## src/rbf_defines.svh

```systemverilog
// register offsets, field positions and reset values for the buffer one control block
`ifndef RBF_DEFINES_SVH
`define RBF_DEFINES_SVH

// register offsets on the internal register port
`define RBF_ADDR_PIN_CTRL     8'h0C
`define RBF_ADDR_RECEIVE_BUFFER_ONE_CTRL    8'h70

// buffer one control field positions
`define RBF_MODE_HI           6
`define RBF_MODE_LO           5
`define RBF_RTR_BIT           3
`define RBF_HIT_HI            2
`define RBF_HIT_LO            0

// pin control field positions
`define RBF_PIN1_STATE_BIT    5
`define RBF_PIN0_STATE_BIT    4
`define RBF_PIN1_ENABLE_BIT   3
`define RBF_PIN0_ENABLE_BIT   2
`define RBF_PIN1_MODE_BIT     1
`define RBF_PIN0_MODE_BIT     0

// reset values
`define RBF_MODE_RESET        2'h0
`define RBF_HIT_RESET         3'h0
`define RBF_PIN_BITS_RESET    2'h0
`define RBF_BYTE_ZERO         8'h00

// filter indices 0 and 1, which only rollover from buffer zero may report, and the last valid index
`define RBF_FILT_ZERO         3'h0
`define RBF_FILT_ONE          3'h1
`define RBF_FILT_LAST         3'h5

`endif

```

## src/rbf_pkg.sv

```systemverilog
// types shared by the buffer one control block
package rbf_pkg;

   // acceptance mode encodings, as software writes them
   typedef enum logic [1:0] {
      RBF_MODE_ALL      = 2'h0,
      RBF_MODE_STANDARD = 2'h1,
      RBF_MODE_EXTENDED = 2'h2,
      RBF_MODE_ANY      = 2'h3
   } rbf_mode_t;

   typedef logic [2:0] rbf_filt_t;
   typedef logic [7:0] rbf_byte_t;

endpackage

```

## src/rbf_top.sv

```systemverilog
// receive buffer one control register and buffer-full pin control
`timescale 1ns/100ps
`include "rbf_defines.svh"

// Overview of operation
// mode 11 bypasses filters, stores any message
// mode 10 takes filtered extended frames only
// mode 01 takes filtered standard frames only
// mode 00 takes any filtered valid frame
// read-only filter index in control bits 2:0
// codes 5..2 name filters five to two
// codes 1,0 only when rollover enabled (mode 11 stores whatever index is offered, rollover or not)
// mode bit clear: pin follows state bit
// rollover keeps the original admitting filter index
// function enable clear floats the pin
// interrupt mode asserts on load; state reads zero
module rbf_top
   import rbf_pkg::*;
(
   input  wire logic               CLK,              // core clock, 250 MHz
   input  wire logic               RST_N,            // asynchronous reset, active low
   input  wire logic [7:0]         REG_ADDR,         // register address from serial port
   input  wire logic               REG_WR,           // write strobe, one cycle
   input  wire rbf_pkg::rbf_byte_t REG_WDATA,        // write data
   input  wire logic               REG_RD,           // read strobe, one cycle
   output logic [7:0]              REG_RDATA,        // read data, valid the cycle after REG_RD
   output logic                    REG_RVALID,       // read data valid pulse
   input  wire logic               FRM_DONE,         // valid frame offered to buffer one, pulse
   input  wire logic               FRM_EXT,          // frame carries extended identifier
   input  wire logic               FRM_RTR,          // frame is a remote request
   input  wire logic               FRM_HIT,          // some acceptance filter matched
   input  wire rbf_pkg::rbf_filt_t FRM_FILT,         // index of the matching filter
   input  wire logic               FRM_ROLL,         // frame rolled over from buffer zero
   input  wire logic               ROLLOVER_EN,      // rollover enable of buffer zero control
   input  wire logic               LOAD0,            // message loaded into buffer zero, pulse
   input  wire logic               FULL0_CLR,        // buffer zero freed by software, pulse
   input  wire logic               FULL1_CLR,        // buffer one freed by software, pulse
   output logic                    RECEIVE_BUFFER_ONE_LOAD,        // buffer one takes the frame, pulse
   output logic [1:0]              BF_PIN_O,         // buffer-full pin levels, index = buffer
   output logic [1:0]              BF_PIN_OE         // buffer-full pin drive enables
);

   // body sees the package types unqualified
   import rbf_pkg::*;

   // control state
   rbf_mode_t mode_q,    mode_d;
   rbf_filt_t hit_q,     hit_d;
   logic      rtr_q,     rtr_d;
   logic [1:0] pstate_q, pstate_d;
   logic [1:0] penable_q, penable_d;
   logic [1:0] pmode_q,  pmode_d;
   logic [1:0] full_q,   full_d;
   logic       load_q,   load_d;
   logic [7:0] rdata_q,  rdata_d;
   logic       rvalid_q, rvalid_d;
   logic [1:0] pin_o_q,  pin_o_d;
   logic [1:0] pin_oe_q, pin_oe_d;

   // decode and acceptance nets
   logic accept;
   logic wr_b1;
   logic wr_pin;
   logic [1:0] loaded;

   // acceptance check lives apart so the mode decode stays readable
   rbf_accept u_accept (
      .acceptance_mode (mode_q),
      .frm_ext         (FRM_EXT),
      .frm_hit         (FRM_HIT),
      .frm_filt        (FRM_FILT),
      .frm_roll        (FRM_ROLL),
      .rollover_enable (ROLLOVER_EN),
      .accept          (accept)
   );

   // write decode for the two registers
   assign wr_b1  = REG_WR && (REG_ADDR == `RBF_ADDR_RECEIVE_BUFFER_ONE_CTRL);
   assign wr_pin = REG_WR && (REG_ADDR == `RBF_ADDR_PIN_CTRL);
   assign loaded = {FRM_DONE && accept, LOAD0};

   // buffer one control: mode is writable, status fields follow each stored frame
   always_comb begin
      mode_d = mode_q;
      hit_d  = hit_q;
      rtr_d  = rtr_q;
      load_d = 1'b0;
      if (wr_b1) begin
         mode_d = rbf_mode_t'(REG_WDATA[`RBF_MODE_HI:`RBF_MODE_LO]);
      end
      // a frame in flight is judged by the mode seen before this write
      if (FRM_DONE && accept) begin
         load_d = 1'b1;
         hit_d  = FRM_FILT;
         rtr_d  = FRM_RTR;
      end
   end

   // register the buffer one fields
   always_ff @(posedge CLK or negedge RST_N) begin
      if (!RST_N) begin
         mode_q <= RBF_MODE_ALL;
         hit_q  <= `RBF_HIT_RESET;
         rtr_q  <= 1'b0;
         load_q <= 1'b0;
      end else begin
         mode_q <= mode_d;
         hit_q  <= hit_d;
         rtr_q  <= rtr_d;
         load_q <= load_d;
      end
   end

   // pin control fields are plainly writable; state bits read back zero in interrupt mode
   always_comb begin
      pstate_d  = pstate_q;
      penable_d = penable_q;
      pmode_d   = pmode_q;
      if (wr_pin) begin
         pstate_d  = {REG_WDATA[`RBF_PIN1_STATE_BIT],  REG_WDATA[`RBF_PIN0_STATE_BIT]};
         penable_d = {REG_WDATA[`RBF_PIN1_ENABLE_BIT], REG_WDATA[`RBF_PIN0_ENABLE_BIT]};
         pmode_d   = {REG_WDATA[`RBF_PIN1_MODE_BIT],   REG_WDATA[`RBF_PIN0_MODE_BIT]};
      end
   end

   // register the pin control fields
   always_ff @(posedge CLK or negedge RST_N) begin
      if (!RST_N) begin
         pstate_q  <= `RBF_PIN_BITS_RESET;
         penable_q <= `RBF_PIN_BITS_RESET;
         pmode_q   <= `RBF_PIN_BITS_RESET;
      end else begin
         pstate_q  <= pstate_d;
         penable_q <= penable_d;
         pmode_q   <= pmode_d;
      end
   end

   // per-buffer full flag and pin driver; a load in the clearing cycle wins
   genvar gi;
   generate
      for (gi = 0; gi < 2; gi = gi + 1) begin : g_pin
         // clear pulse of this buffer
         logic clr;
         assign clr = (gi == 0) ? FULL0_CLR : FULL1_CLR;

         always_comb begin
            full_d[gi] = full_q[gi];
            if (clr) begin
               full_d[gi] = 1'b0;
            end
            if (loaded[gi]) begin
               full_d[gi] = 1'b1;
            end
         end

         // pins are active low in interrupt mode, as an open interrupt line would be
         // digital level and enable come from stored fields, so they trail a write by one edge
         always_comb begin
            pin_oe_d[gi] = penable_q[gi];
            if (pmode_q[gi]) begin
               pin_o_d[gi] = !full_d[gi];
            end else begin
               pin_o_d[gi] = pstate_q[gi];
            end
         end
      end
   endgenerate

   // register full flags and pin drivers
   always_ff @(posedge CLK or negedge RST_N) begin
      if (!RST_N) begin
         full_q   <= `RBF_PIN_BITS_RESET;
         pin_o_q  <= `RBF_PIN_BITS_RESET;
         pin_oe_q <= `RBF_PIN_BITS_RESET;
      end else begin
         full_q   <= full_d;
         pin_o_q  <= pin_o_d;
         pin_oe_q <= pin_oe_d;
      end
   end

   // read mux; unmapped addresses and unimplemented bits read zero
   always_comb begin
      rdata_d  = rdata_q;
      rvalid_d = REG_RD;
      if (REG_RD) begin
         rdata_d = `RBF_BYTE_ZERO;
         if (REG_ADDR == `RBF_ADDR_RECEIVE_BUFFER_ONE_CTRL) begin
            rdata_d[`RBF_MODE_HI:`RBF_MODE_LO] = mode_q;
            rdata_d[`RBF_RTR_BIT]              = rtr_q;
            rdata_d[`RBF_HIT_HI:`RBF_HIT_LO]   = hit_q;
         end else if (REG_ADDR == `RBF_ADDR_PIN_CTRL) begin
            // state bits read zero while their pin is an interrupt pin
            rdata_d[`RBF_PIN1_STATE_BIT]  = pstate_q[1] && !pmode_q[1];
            rdata_d[`RBF_PIN0_STATE_BIT]  = pstate_q[0] && !pmode_q[0];
            rdata_d[`RBF_PIN1_ENABLE_BIT] = penable_q[1];
            rdata_d[`RBF_PIN0_ENABLE_BIT] = penable_q[0];
            rdata_d[`RBF_PIN1_MODE_BIT]   = pmode_q[1];
            rdata_d[`RBF_PIN0_MODE_BIT]   = pmode_q[0];
         end
      end
   end

   // register the read port
   always_ff @(posedge CLK or negedge RST_N) begin
      if (!RST_N) begin
         rdata_q  <= `RBF_BYTE_ZERO;
         rvalid_q <= 1'b0;
      end else begin
         rdata_q  <= rdata_d;
         rvalid_q <= rvalid_d;
      end
   end

   // every output straight from a flip-flop
   assign REG_RDATA  = rdata_q;
   assign REG_RVALID = rvalid_q;
   assign RECEIVE_BUFFER_ONE_LOAD  = load_q;
   assign BF_PIN_O   = pin_o_q;
   assign BF_PIN_OE  = pin_oe_q;

endmodule

```

## src/rbf_accept.sv

```systemverilog
// acceptance decision for a message offered to receive buffer one
`timescale 1ns/100ps

module rbf_accept
   import rbf_pkg::*;
(
   input  wire rbf_pkg::rbf_mode_t acceptance_mode,  // current buffer one mode
   input  wire logic               frm_ext,          // frame has extended identifier
   input  wire logic               frm_hit,          // some filter matched
   input  wire rbf_pkg::rbf_filt_t frm_filt,         // index of matching filter
   input  wire logic               frm_roll,         // message rolled over from buffer zero
   input  wire logic               rollover_enable,  // rollover enable of buffer zero
   output logic                    accept            // buffer one takes the message
);

   logic filt_ok;

   // filters 0/1 belong to buffer zero; they count here only via rollover
   always_comb begin
      filt_ok = 1'b0;
      if (frm_hit && frm_filt <= `RBF_FILT_LAST) begin
         if (frm_filt == `RBF_FILT_ZERO || frm_filt == `RBF_FILT_ONE) begin
            filt_ok = frm_roll && rollover_enable;
         end else begin
            filt_ok = !frm_roll;
         end
      end
   end

   // mode decides which identifier formats are admitted
   always_comb begin
      unique case (acceptance_mode)
         RBF_MODE_ANY:      accept = 1'b1;
         RBF_MODE_EXTENDED: accept = filt_ok && frm_ext;
         RBF_MODE_STANDARD: accept = filt_ok && !frm_ext;
         RBF_MODE_ALL:      accept = filt_ok;
      endcase
   end

endmodule

```

## config.mk

```make
export PLATFORM = sky130hd
export DESIGN_NAME = rbf_top
export DESIGN_NICKNAME = d
export VERILOG_FILES = /design/src/rbf_pkg.sv /design/src/rbf_top.sv /design/src/rbf_accept.sv
export VERILOG_INCLUDE_DIRS = /design/src
export SDC_FILE = /design/constraint.sdc
export NUM_CORES = 1
export LEC_CHECK = 0
export ABC_AREA = 1
export BUFFER_PORTS_ARGS = -buffer_cell sky130_fd_sc_hd__buf_4
export CAP_MARGIN = 15
export CORE_AREA = 5 5 72 74
export CTS_CLUSTER_SIZE = 25
export DETAILED_ROUTE_END_ITERATION = 8
export DIE_AREA = 0 0 77 79
export GPL_ROUTABILITY_DRIVEN = 0
export PLACE_DENSITY = 0.62
export SYNTH_ARGS = -nofsm -noshare
export SYNTH_HDL_FRONTEND = slang
export SYNTH_SLANG_ARGS = --single-unit
```

## constraint.sdc

```tcl
create_clock -name CLK -period 1.5 [get_ports CLK]
set_input_delay 0.225 -clock CLK [delete_from_list [all_inputs] [get_ports CLK]]
set_output_delay 0.225 -clock CLK [all_outputs]
set_load 0.05 [all_outputs]
```

# Word level (Yosys, flattened, before mapping)
# Index checks and enable logic that the tools add are counted.
[totals]
regBits = 27
[classes]
magnitude_cmp = 1
eq_ne = 6
muxes = 15
n_reduce_logical = 18
[ops]
columns = ["operator", "n"]
rows = [
  ["1-bit two-way mux", 12],
  ["1-bit logical AND", 9],
  ["8-bit by 4-bit equality test with 1-bit output (second input constant)", 1],
  ["8-bit by 7-bit equality test with 1-bit output (second input constant)", 1],
  ["1-bit zero test", 6],
  ["6-bit two-way mux", 1],
  ["2-bit equality test (second input constant)", 2],
  ["4-bit two-way mux", 1],
  ["1-bit one-hot mux with 4 select lines", 1],
  ["3-bit by 1-bit equality test with 1-bit output (second input constant)", 1],
  ["3-bit less-or-equal comparator (second input constant)", 1],
  ["3-bit zero test", 1],
  ["2-bit by 1-bit equality test with 1-bit output (second input constant)", 1],
  ["2-bit zero test", 1],
  ["1-bit logical OR", 1],
]

# Depth between registers and ports, before layout
# Gate-level depths: netlist (run 1).
[depth]
depth_word = 10
depth_mapped = 12
mapped_depth_nobuf = 12

# Cells and area by module
# Synthesis (run 1) repeated with hierarchy kept, for this count alone.
[hier_totals]
cells_unflattened = 159
hier_area_um2 = 1351.3
[by_module_without_submodules]
columns = ["module", "n_inst", "cells_per_inst", "area_each_um2", "seq_area_each_um2"]
rows = [
  ["rbf_top", 1, 135, 1232.4, 675.6],
  ["rbf_accept", 1, 24, 118.9, 0.0],
]

# Least setup slack after synthesis (run 1)
# OpenSTA, ideal clock, no wires.
[synth_path]
path_kind = "register to register"
start = "register mode_q[0]"
end = "register hit_q[0]"
setup_time_ps = 116
arrival_ps = 1229
setup_slack_ps = 155
stages_incl_launch_ff = 11
path_buffers = 0
period_less_slack_ps = 1345
path_cell_list = "dfrtp_1 inv_1 ha_1 nand3_1 nand2_1 nand2_1 nand2_1 nand2_1 inv_1 nand2_1 nand2_1"
[synth_between]
elab_chain_len = 3
elab_cells_between_ends = 6
classes_between = "3 x eq/ne; 1 x mux; 2 x reduce/logical"
[synth_rtl]
columns = ["item", "line", "source"]
rows = [
  ["from (decl)", "rbf_top.sv:47", "rbf_mode_t mode_q, mode_d;"],
  ["from (signal assigned)", "rbf_top.sv:107", "mode_q <= mode_d;"],
  ["2-bit by 1-bit equality test with 1-bit output, or another cell as far along", "rbf_accept.sv:32", "unique case (acceptance_mode)"],
  ["1-bit one-hot mux with 4 select lines *", "rbf_accept.sv:32", ""],
  ["1-bit logical AND *", "rbf_top.sv:92", "if (FRM_DONE && accept) begin"],
  ["to (signal assigned)", "rbf_top.sv:103", "hit_q <= `RBF_HIT_RESET;"],
  ["to (signal assigned)", "rbf_top.sv:108", "hit_q <= hit_d;"],
  ["to (decl)", "rbf_top.sv:48", "rbf_filt_t hit_q, hit_d;"],
]
# Every way passes the cells marked *; elsewhere a longest branch is shown, timed or not.
# A chain may end at the register's enable or synchronous reset.

# Worst setup path after layout (run 1)
[layout_path]
start = "register mode_q[0]"
end = "register pin_o_q[1] (netlist: BF_PIN_O[1])"
[layout_between]
elab_chain_len = 6
elab_cells_between_ends = 9
classes_between = "3 x eq/ne; 3 x mux; 3 x reduce/logical"
[layout_rtl]
columns = ["item", "line", "source"]
rows = [
  ["2-bit by 1-bit equality test with 1-bit output, or another cell as far along", "rbf_accept.sv:32", ""],
  ["1-bit one-hot mux with 4 select lines *", "rbf_accept.sv:32", ""],
  ["1-bit logical AND *", "rbf_top.sv:80", "assign loaded = {FRM_DONE && accept, LOAD0};"],
  ["1-bit two-way mux *", "rbf_top.sv:152", "if (loaded[gi]) begin"],
  ["1-bit zero test *", "rbf_top.sv:162", "pin_o_d[gi] = !full_d[gi];"],
  ["1-bit two-way mux *", "rbf_top.sv:161", "if (pmode_q[gi]) begin"],
  ["net pin_o_d[1]", "rbf_top.sv:57", "logic [1:0] pin_o_q, pin_o_d;"],
  ["to (signal assigned)", "rbf_top.sv:174", "pin_o_q <= `RBF_PIN_BITS_RESET;"],
  ["to (signal assigned)", "rbf_top.sv:178", "pin_o_q <= pin_o_d;"],
  ["to (decl)", "rbf_top.sv:57", ""],
]
# Mark *: on every way through the listed nets, which the timed path passes. The rest lies on a longest branch.

==> results of run 1 <==
-- cell type report --
class | instances | area share, %
Clock buffer | 4 | 2.57
Tap cell | 54 | 3.86
Multi-Input combinational cell | 102 | 28.9
Inverter | 21 | 4.50
Timing Repair Buffer | 50 | 21.6
Sequential cell | 27 | 38.6
-- cell families (layout without fill, tap and decap cells) --
| group | after synthesis | in the layout | share of synthesized area [%] |
|---|---|---|---|
| simple gates | 83 | 83 | 30.1 |
| buf+inv | 23 | 75 | 7.10 |
| fa+ha+maj | 3 | 3 | 2.96 |
| compound gates | 15 | 15 | 6.31 |
| other cells | 1 | 1 | 0.296 |
| flops | 27 | 27 | 53.3 |
-- through the flow --
| step | cells | util [%] |
|---|---|---|
| 2_1_floorplan | 152 | - |
| 3_5_place_dp | 250 | 36.8 |
| 5_1_grt | 258 | 38.6 |
| 3_3_place_gp | 250 | 36.8 |
| 4_1_cts | 255 | 38.0 |
| 6_report | 258 | 38.6 |
-- layer usage --
layer  GRT usage (%)  share of wire (%)
met4            5.67                2.4
met3            2.95                6.9
met2            17.4                 48
met1            11.3                 43
met5               0                  0
-- placed cells by master, fill, tap and decap left out, drive strengths merged --
cell | netlist | final
ha | 3 | 3
clkbuf | 1 | 4
nand3 | 13 | 13
nor4 | 1 | 1
nor3 | 2 | 2
inv | 21 | 21
dlygate4sd3 | 0 | 1
a21oi | 4 | 4
nor2 | 10 | 10
o21ai | 9 | 9
dfrtp | 27 | 27
conb | 1 | 1
o21bai | 2 | 2
buf | 1 | 49
nand2 | 57 | 57
-- power by group --
group	internal [mW]	switching, mW
clock	0.190	0.222
sequential	0.769	0.0208
combinational	0.111	0.162
-- path summary, 6_finish.rpt --
check | start | to | slack, ps | cells after the start
setup reg to reg | mode_q[0] | BF_PIN_O[1] | 120 | 10
setup / recovery | mode_q[0] | BF_PIN_O[1] | 120 | 10
min in group asynchronous | RST_N | BF_PIN_O[0] | 400 | 2
hold / removal | REG_RD | REG_RVALID | 130 | 1
hold reg to reg | penable_q[1] | BF_PIN_OE[1] | 420 | 0
max in group asynchronous | RST_N | pstate_q[1] | 850 | 2
-- flip-flops by register name, indices dropped and copies added, names as in the netlist --
signal	flops
BF_PIN_O	2
rtr_q	1
pstate_q	2
penable_q	2
full_q	2
REG_RVALID	1
RECEIVE_BUFFER_ONE_LOAD	1
mode_q	2
BF_PIN_OE	2
REG_RDATA	7
pmode_q	2
hit_q	3
-- worst max-delay path, stage by stage, from the launching register on --
cell	delay (ps)
dfrtp_1	400
inv_2	70
ha_1	280
nand3_1	70
nand2_1	60
nand2_1	50
nand2_1	50
nand2_1	60
buf_4	150
nand3_1	60
nand2_1	50
-- timing repair --
action | CTS | global route
hold buffers | 1 | 0
endpoints found under the setup margin | 0 | 5
hold endpoints to repair | 27 | 0
buffers inserted | 0 | 3
gates resized for setup | 0 | 3
==> results.tsv, run 1 <==
stage	metric	value	unit
timing	Fmax achieved	724	MHz
outcome	outcome	completed	
layout	multi-input combinational cell area	505	um2
worst_setup_path	endpoint class of the critical path	flip-flop	
synth	post-synthesis sequential area ratio	53.3	%
worst_setup_path	startpoint type of the worst setup path	flip-flop	
clocking	CTS tree	done	
synth	#FFs+latches synth	27	
clocking	clk_lat worst skew	270	ps
floorplanning	die area	6080	um2
layout	Area Growth Syn to Fin	38.0	%
timing	Max Transition Viols Final	0	
floorplanning	row count	25	
grt	largest net degree at the start of global routing	28	
layout	post-route cell area	1750	um2
synth	Synth Area per Inst	8.35	um2
clocking	H-tree depth	1	
synth	Netlist cell types	17	
synth	top cells by count, synth	nand2_1, dfrtp_1, inv_1, nand3_1, nor2_1	
synth	Synth Net Count	187	
placed_design	IO Port Bufs	43	
timing	RSZ-0062 raised after global routing	false	
placed_design	post-DP HPWL	2.31	mm
drt	DR vias/cell	4.22	
drt	Starting DRT DRC Count	43	
clocking	clock transition at the registers of the reported paths	90	ps
drt	routed length per instance	11.1	um
floorplanning	die width	77	um
timing	fin crit period	1380	ps
timing	Setup Total Neg Slack	0	ps
synth	ranking of synthesized cells by area	dfrtp_1, nand2_1, inv_1	
synth	Cells after Synth	152	
synth	Top FF cell, synth	dfrtp_1	
timing	clock skew	3.12	ps
layout	diode count	0	
synth	area share of the largest cell type after synthesis	53.3	%
grt	initial antenna violation count	0	
grt	first-pass GRT wire length	4.96	mm
timing	Fin. Hold Viols	0	
timing	final setup violation count	0	
drt	antenna-violating nets left	0	
pwr	Power Density	842	nW/um2
floorplanning	Die H	79	um
floorplanning	IO Count	46	
drt	vias	1088	
layout	fill count	481	
pwr	Leak Pwr	0.993	nW
floorplanning	Starting Density	28.0	%
drt	DRC viols	0	
clocking	CTS Buf Count	3	
run	total of max-cap violations	0	
placed_design	Area after DPL	1670	um2
synth	Yosys top cell by area	dfrtp_1	
worst_setup_path	worst endpoint data arrival time	1550	ps
synth	Post-Syn Area	1270	um2
synth	Syn. warnings	0	
layout	post-layout net count	240	
grt	vias in the first global route	1151	
synth	top-count cell post-synth	nand2_1	
synth	async set-reset flop share out of synthesis	100	%
placed_design	dpl ws	92.1	ps
clocking	Root Driver	clkbuf_8	
grt	Remaining Overflow, GRT	0	
clocking	Num Clock Sinks	27	
drt	DR pass1 iterations	4	
timing	Final Cycle Share	92.1	%
drt	DRT Wirelength	2.87	mm
synth	EDFF count, synth	0	
worst_setup_path	Worst Path Max Fanout	6	
timing	WHS	132	ps
floorplanning	Core ar.	4540	um2
pwr	Tot Pwr	1.47	mW
worst_setup_path	CP Data Required Time	1670	ps
pwr	Max VDD drop	0.329	mV
timing	final worst setup slack	118	ps
clocking	maximum root-to-sink buffer count	2	
layout	register area	676	um2
grt	Global Route Usage Sum	10.2	%
min_path	worst hold path class	primary input to flip-flop	
worst_setup_path	CP Class	flip-flop to flip-flop	
layout	layout cells sized above 1	29.4	%
No activity file was read; power rests on OpenSTA's default activity.
==> run 2: changes to the inputs <==
Settings changed: RECOVER_POWER from default to 25.
==> run 2 against run 1 <==
  * Non-clock buffer count did not move
  * Total power fell by 0.15%
  * Routed wire length fell by 0.21%
  * First-iteration DRC count rose by 2.3%
  * Largest power group unchanged
  * Sequential cell count did not move
  * Clock power barely moved
==> results.tsv, run 2 (same netlist as run 1, synthesis figures left out) <==
stage	metric	value	unit	change
worst_setup_path	worst endpoint data arrival time	1550	ps	about the same
clocking	CTS Buf Count	3		unchanged
layout	max FFs per register	7		unchanged
floorplanning	Core ar.	4540	um2	unchanged
grt	first-pass GRT wire length	4.96	mm	unchanged
worst_setup_path	Worst Path Max Fanout	6		unchanged
layout	most common cell after layout, fill and taps aside	nand2_1		unchanged
drt	DRT Wirelength	2.87	mm	about the same
pwr	Pint	1.07	mW	about the same
layout	Finished Layout Cells	258		unchanged
pwr	Clock power frac	28.0	%	was 27.9%
timing	Tightest Pin Transition	674	ps	
floorplanning	row count	25		unchanged
min_path	worst hold path class	primary input to flip-flop		unchanged
layout	most frequent cells in the layout	nand2_1, buf_4, dfrtp_1		unchanged
floorplanning	Starting Density	28.0	%	unchanged
worst_setup_path	CP Class	flip-flop to flip-flop		unchanged
pwr	Sw Share	27.4	%	about the same
timing	Fin. Hold Viols	0		unchanged
placed_design	post-DP HPWL	2.31	mm	unchanged
worst_setup_path	Reg2Reg Setup Slack	120	ps	about the same
placed_design	IO Port Bufs	43		unchanged
pwr	sw power	0.404	mW	about the same
grt	Global Route Usage Sum	10.2	%	unchanged
clocking	clk_lat worst skew	270	ps	about the same
timing	fin crit period	1380	ps	about the same
floorplanning	IO Count	46		unchanged
worst_setup_path	endpoint class of the critical path	flip-flop		unchanged
layout	fill count	483		was 481
floorplanning	die area	6080	um2	unchanged
floorplanning	Die H	79	um	unchanged
placed_design	dpl cells	250		unchanged
drt	DR pass1 iterations	4		unchanged
worst_setup_path	CP Data Required Time	1670	ps	about the same
pwr	Comb power frac	18.4	%	was 18.5%
timing	Fmax achieved	723	MHz	was 724 MHz
drt	Starting DRT DRC Count	44		was 43
grt	initial antenna violation count	0		unchanged
timing	Final Cycle Share	92.1	%	about the same
layout	diode count	0		unchanged
clocking	H-tree depth	1		unchanged
grt	vias in the first global route	1151		unchanged
clocking	clock transition at the registers of the reported paths	90	ps	about the same
timing	clock skew	3.15	ps	was 3.12 ps
clocking	maximum root-to-sink buffer count	2		unchanged
outcome	outcome	completed		unchanged
pwr	sequential power share	53.6	%	was 53.5%
floorplanning	die width	77	um	unchanged
pwr	Leak Pwr	0.989	nW	was 0.993 nW
worst_setup_path	startpoint type of the worst setup path	flip-flop		unchanged
drt	DRC viols	0		unchanged
clocking	CTS tree	done		unchanged
layout	layout cells sized above 1	28.9	%	was 29.4%
clocking	Root Driver	clkbuf_8		unchanged
drt	antenna-violating nets left	0		unchanged
drt	DR vias/cell	4.21		was 4.22
pwr	Max VDD drop	0.329	mV	about the same
grt	largest net degree at the start of global routing	28		unchanged
run	total of max-cap violations	0		unchanged
grt	Remaining Overflow, GRT	0		unchanged
pwr	Power Density	844	nW/um2	was 842 nW/um2
timing	final setup violation count	0		unchanged
timing	max_slew headroom	55.1	%	
timing	Setup Total Neg Slack	0	ps	unchanged
clocking	Num Clock Sinks	27		unchanged
pwr	Tot Pwr	1.47	mW	about the same
layout	post-layout net count	240		unchanged
layout	Area Growth Syn to Fin	37.5	%	was 38.0%
timing	Max Transition Viols Final	0		unchanged
drt	routed length per instance	11.1	um	about the same
timing	RSZ-0062 raised after global routing	false		unchanged
drt	vias	1087		was 1,088
[run 2: changes by cell type in the layout (fill, tap and decap cells not counted)]
cell	before	now
buf_4	49	47
clkbuf_1	1	2
clkbuf_2	0	1
[run 2: path summary, 6_finish.rpt]
path                              startpoint           end  depth (start not counted)
min in group asynchronous              RST_N   BF_PIN_O[0]                          2
max in group asynchronous              RST_N   pstate_q[1]                          2
worst min register to register  penable_q[1]  BF_PIN_OE[1]                          0
worst max register to register     mode_q[0]   BF_PIN_O[1]                         10
worst min-delay path             FRM_FILT[0]      hit_q[0]                          3
worst max-delay path               mode_q[0]   BF_PIN_O[1]                         10
[run 2: area by class of cell]
class	instances	area (um2)	area share, %
repair buffers	50	372	21.3
well taps	54	67.6	3.87
clock buffers	4	45.0	2.58
inverters	21	78.8	4.52
multi-input cells	102	505	29.0
flip-flops and latches	27	676	38.7
[run 2: layer usage]
layer,share of wire [%],track usage [%],wire length [um],vias to the layer above
met5,0,0,0,-
met4,2.4,5.67,69,0
met3,6.8,2.95,196,5
met2,48,17.4,1380,28
met1,43,11.3,1220,481
li1,-,-,-,573
[run 2: repair_timing]
item,CTS,global route
endpoints found under the hold margin,27,0
gates resized for setup,0,3
buffers inserted,0,3
setup endpoints to repair,0,5
hold buffers,1,0
[run 2: power by group through the flow]
stage / combinational (mW) / clock [mW] / sequential, mW
finish: 0.271 / 0.412 / 0.790
global route: 0.299 / 0.471 / 0.794
CTS: 0.272 / 0.431 / 0.790
detailed placement: 0.269 / 0 / 0.805
global placement: 0.264 / 0 / 0.803
floorplan: 0.0843 / 0 / 0.853
[run 2: metrics by stage]
step | hold slack, ps | util (%) | area (um2) | setup slack, ps
after floorplan | -70.6 | - | 1270 | 155
after global placement | 157 | 36.8 | 1670 | 124
after detailed placement | 161 | 36.8 | 1670 | 92.1
after CTS | 119 | 38.0 | 1730 | 72.7
after global routing | 130 | 38.5 | 1740 | 1.09
final | 142 | 38.5 | 1740 | 118
[run 2: worst max-delay path: stages, from the launching register on]
cell and delay [ps]:
dfrtp_1 400, inv_2 70, ha_1 280, nand3_1 70
nand2_1 60, nand2_1 50, nand2_1 50, nand2_1 60
buf_4 150, nand3_1 60, nand2_1 50
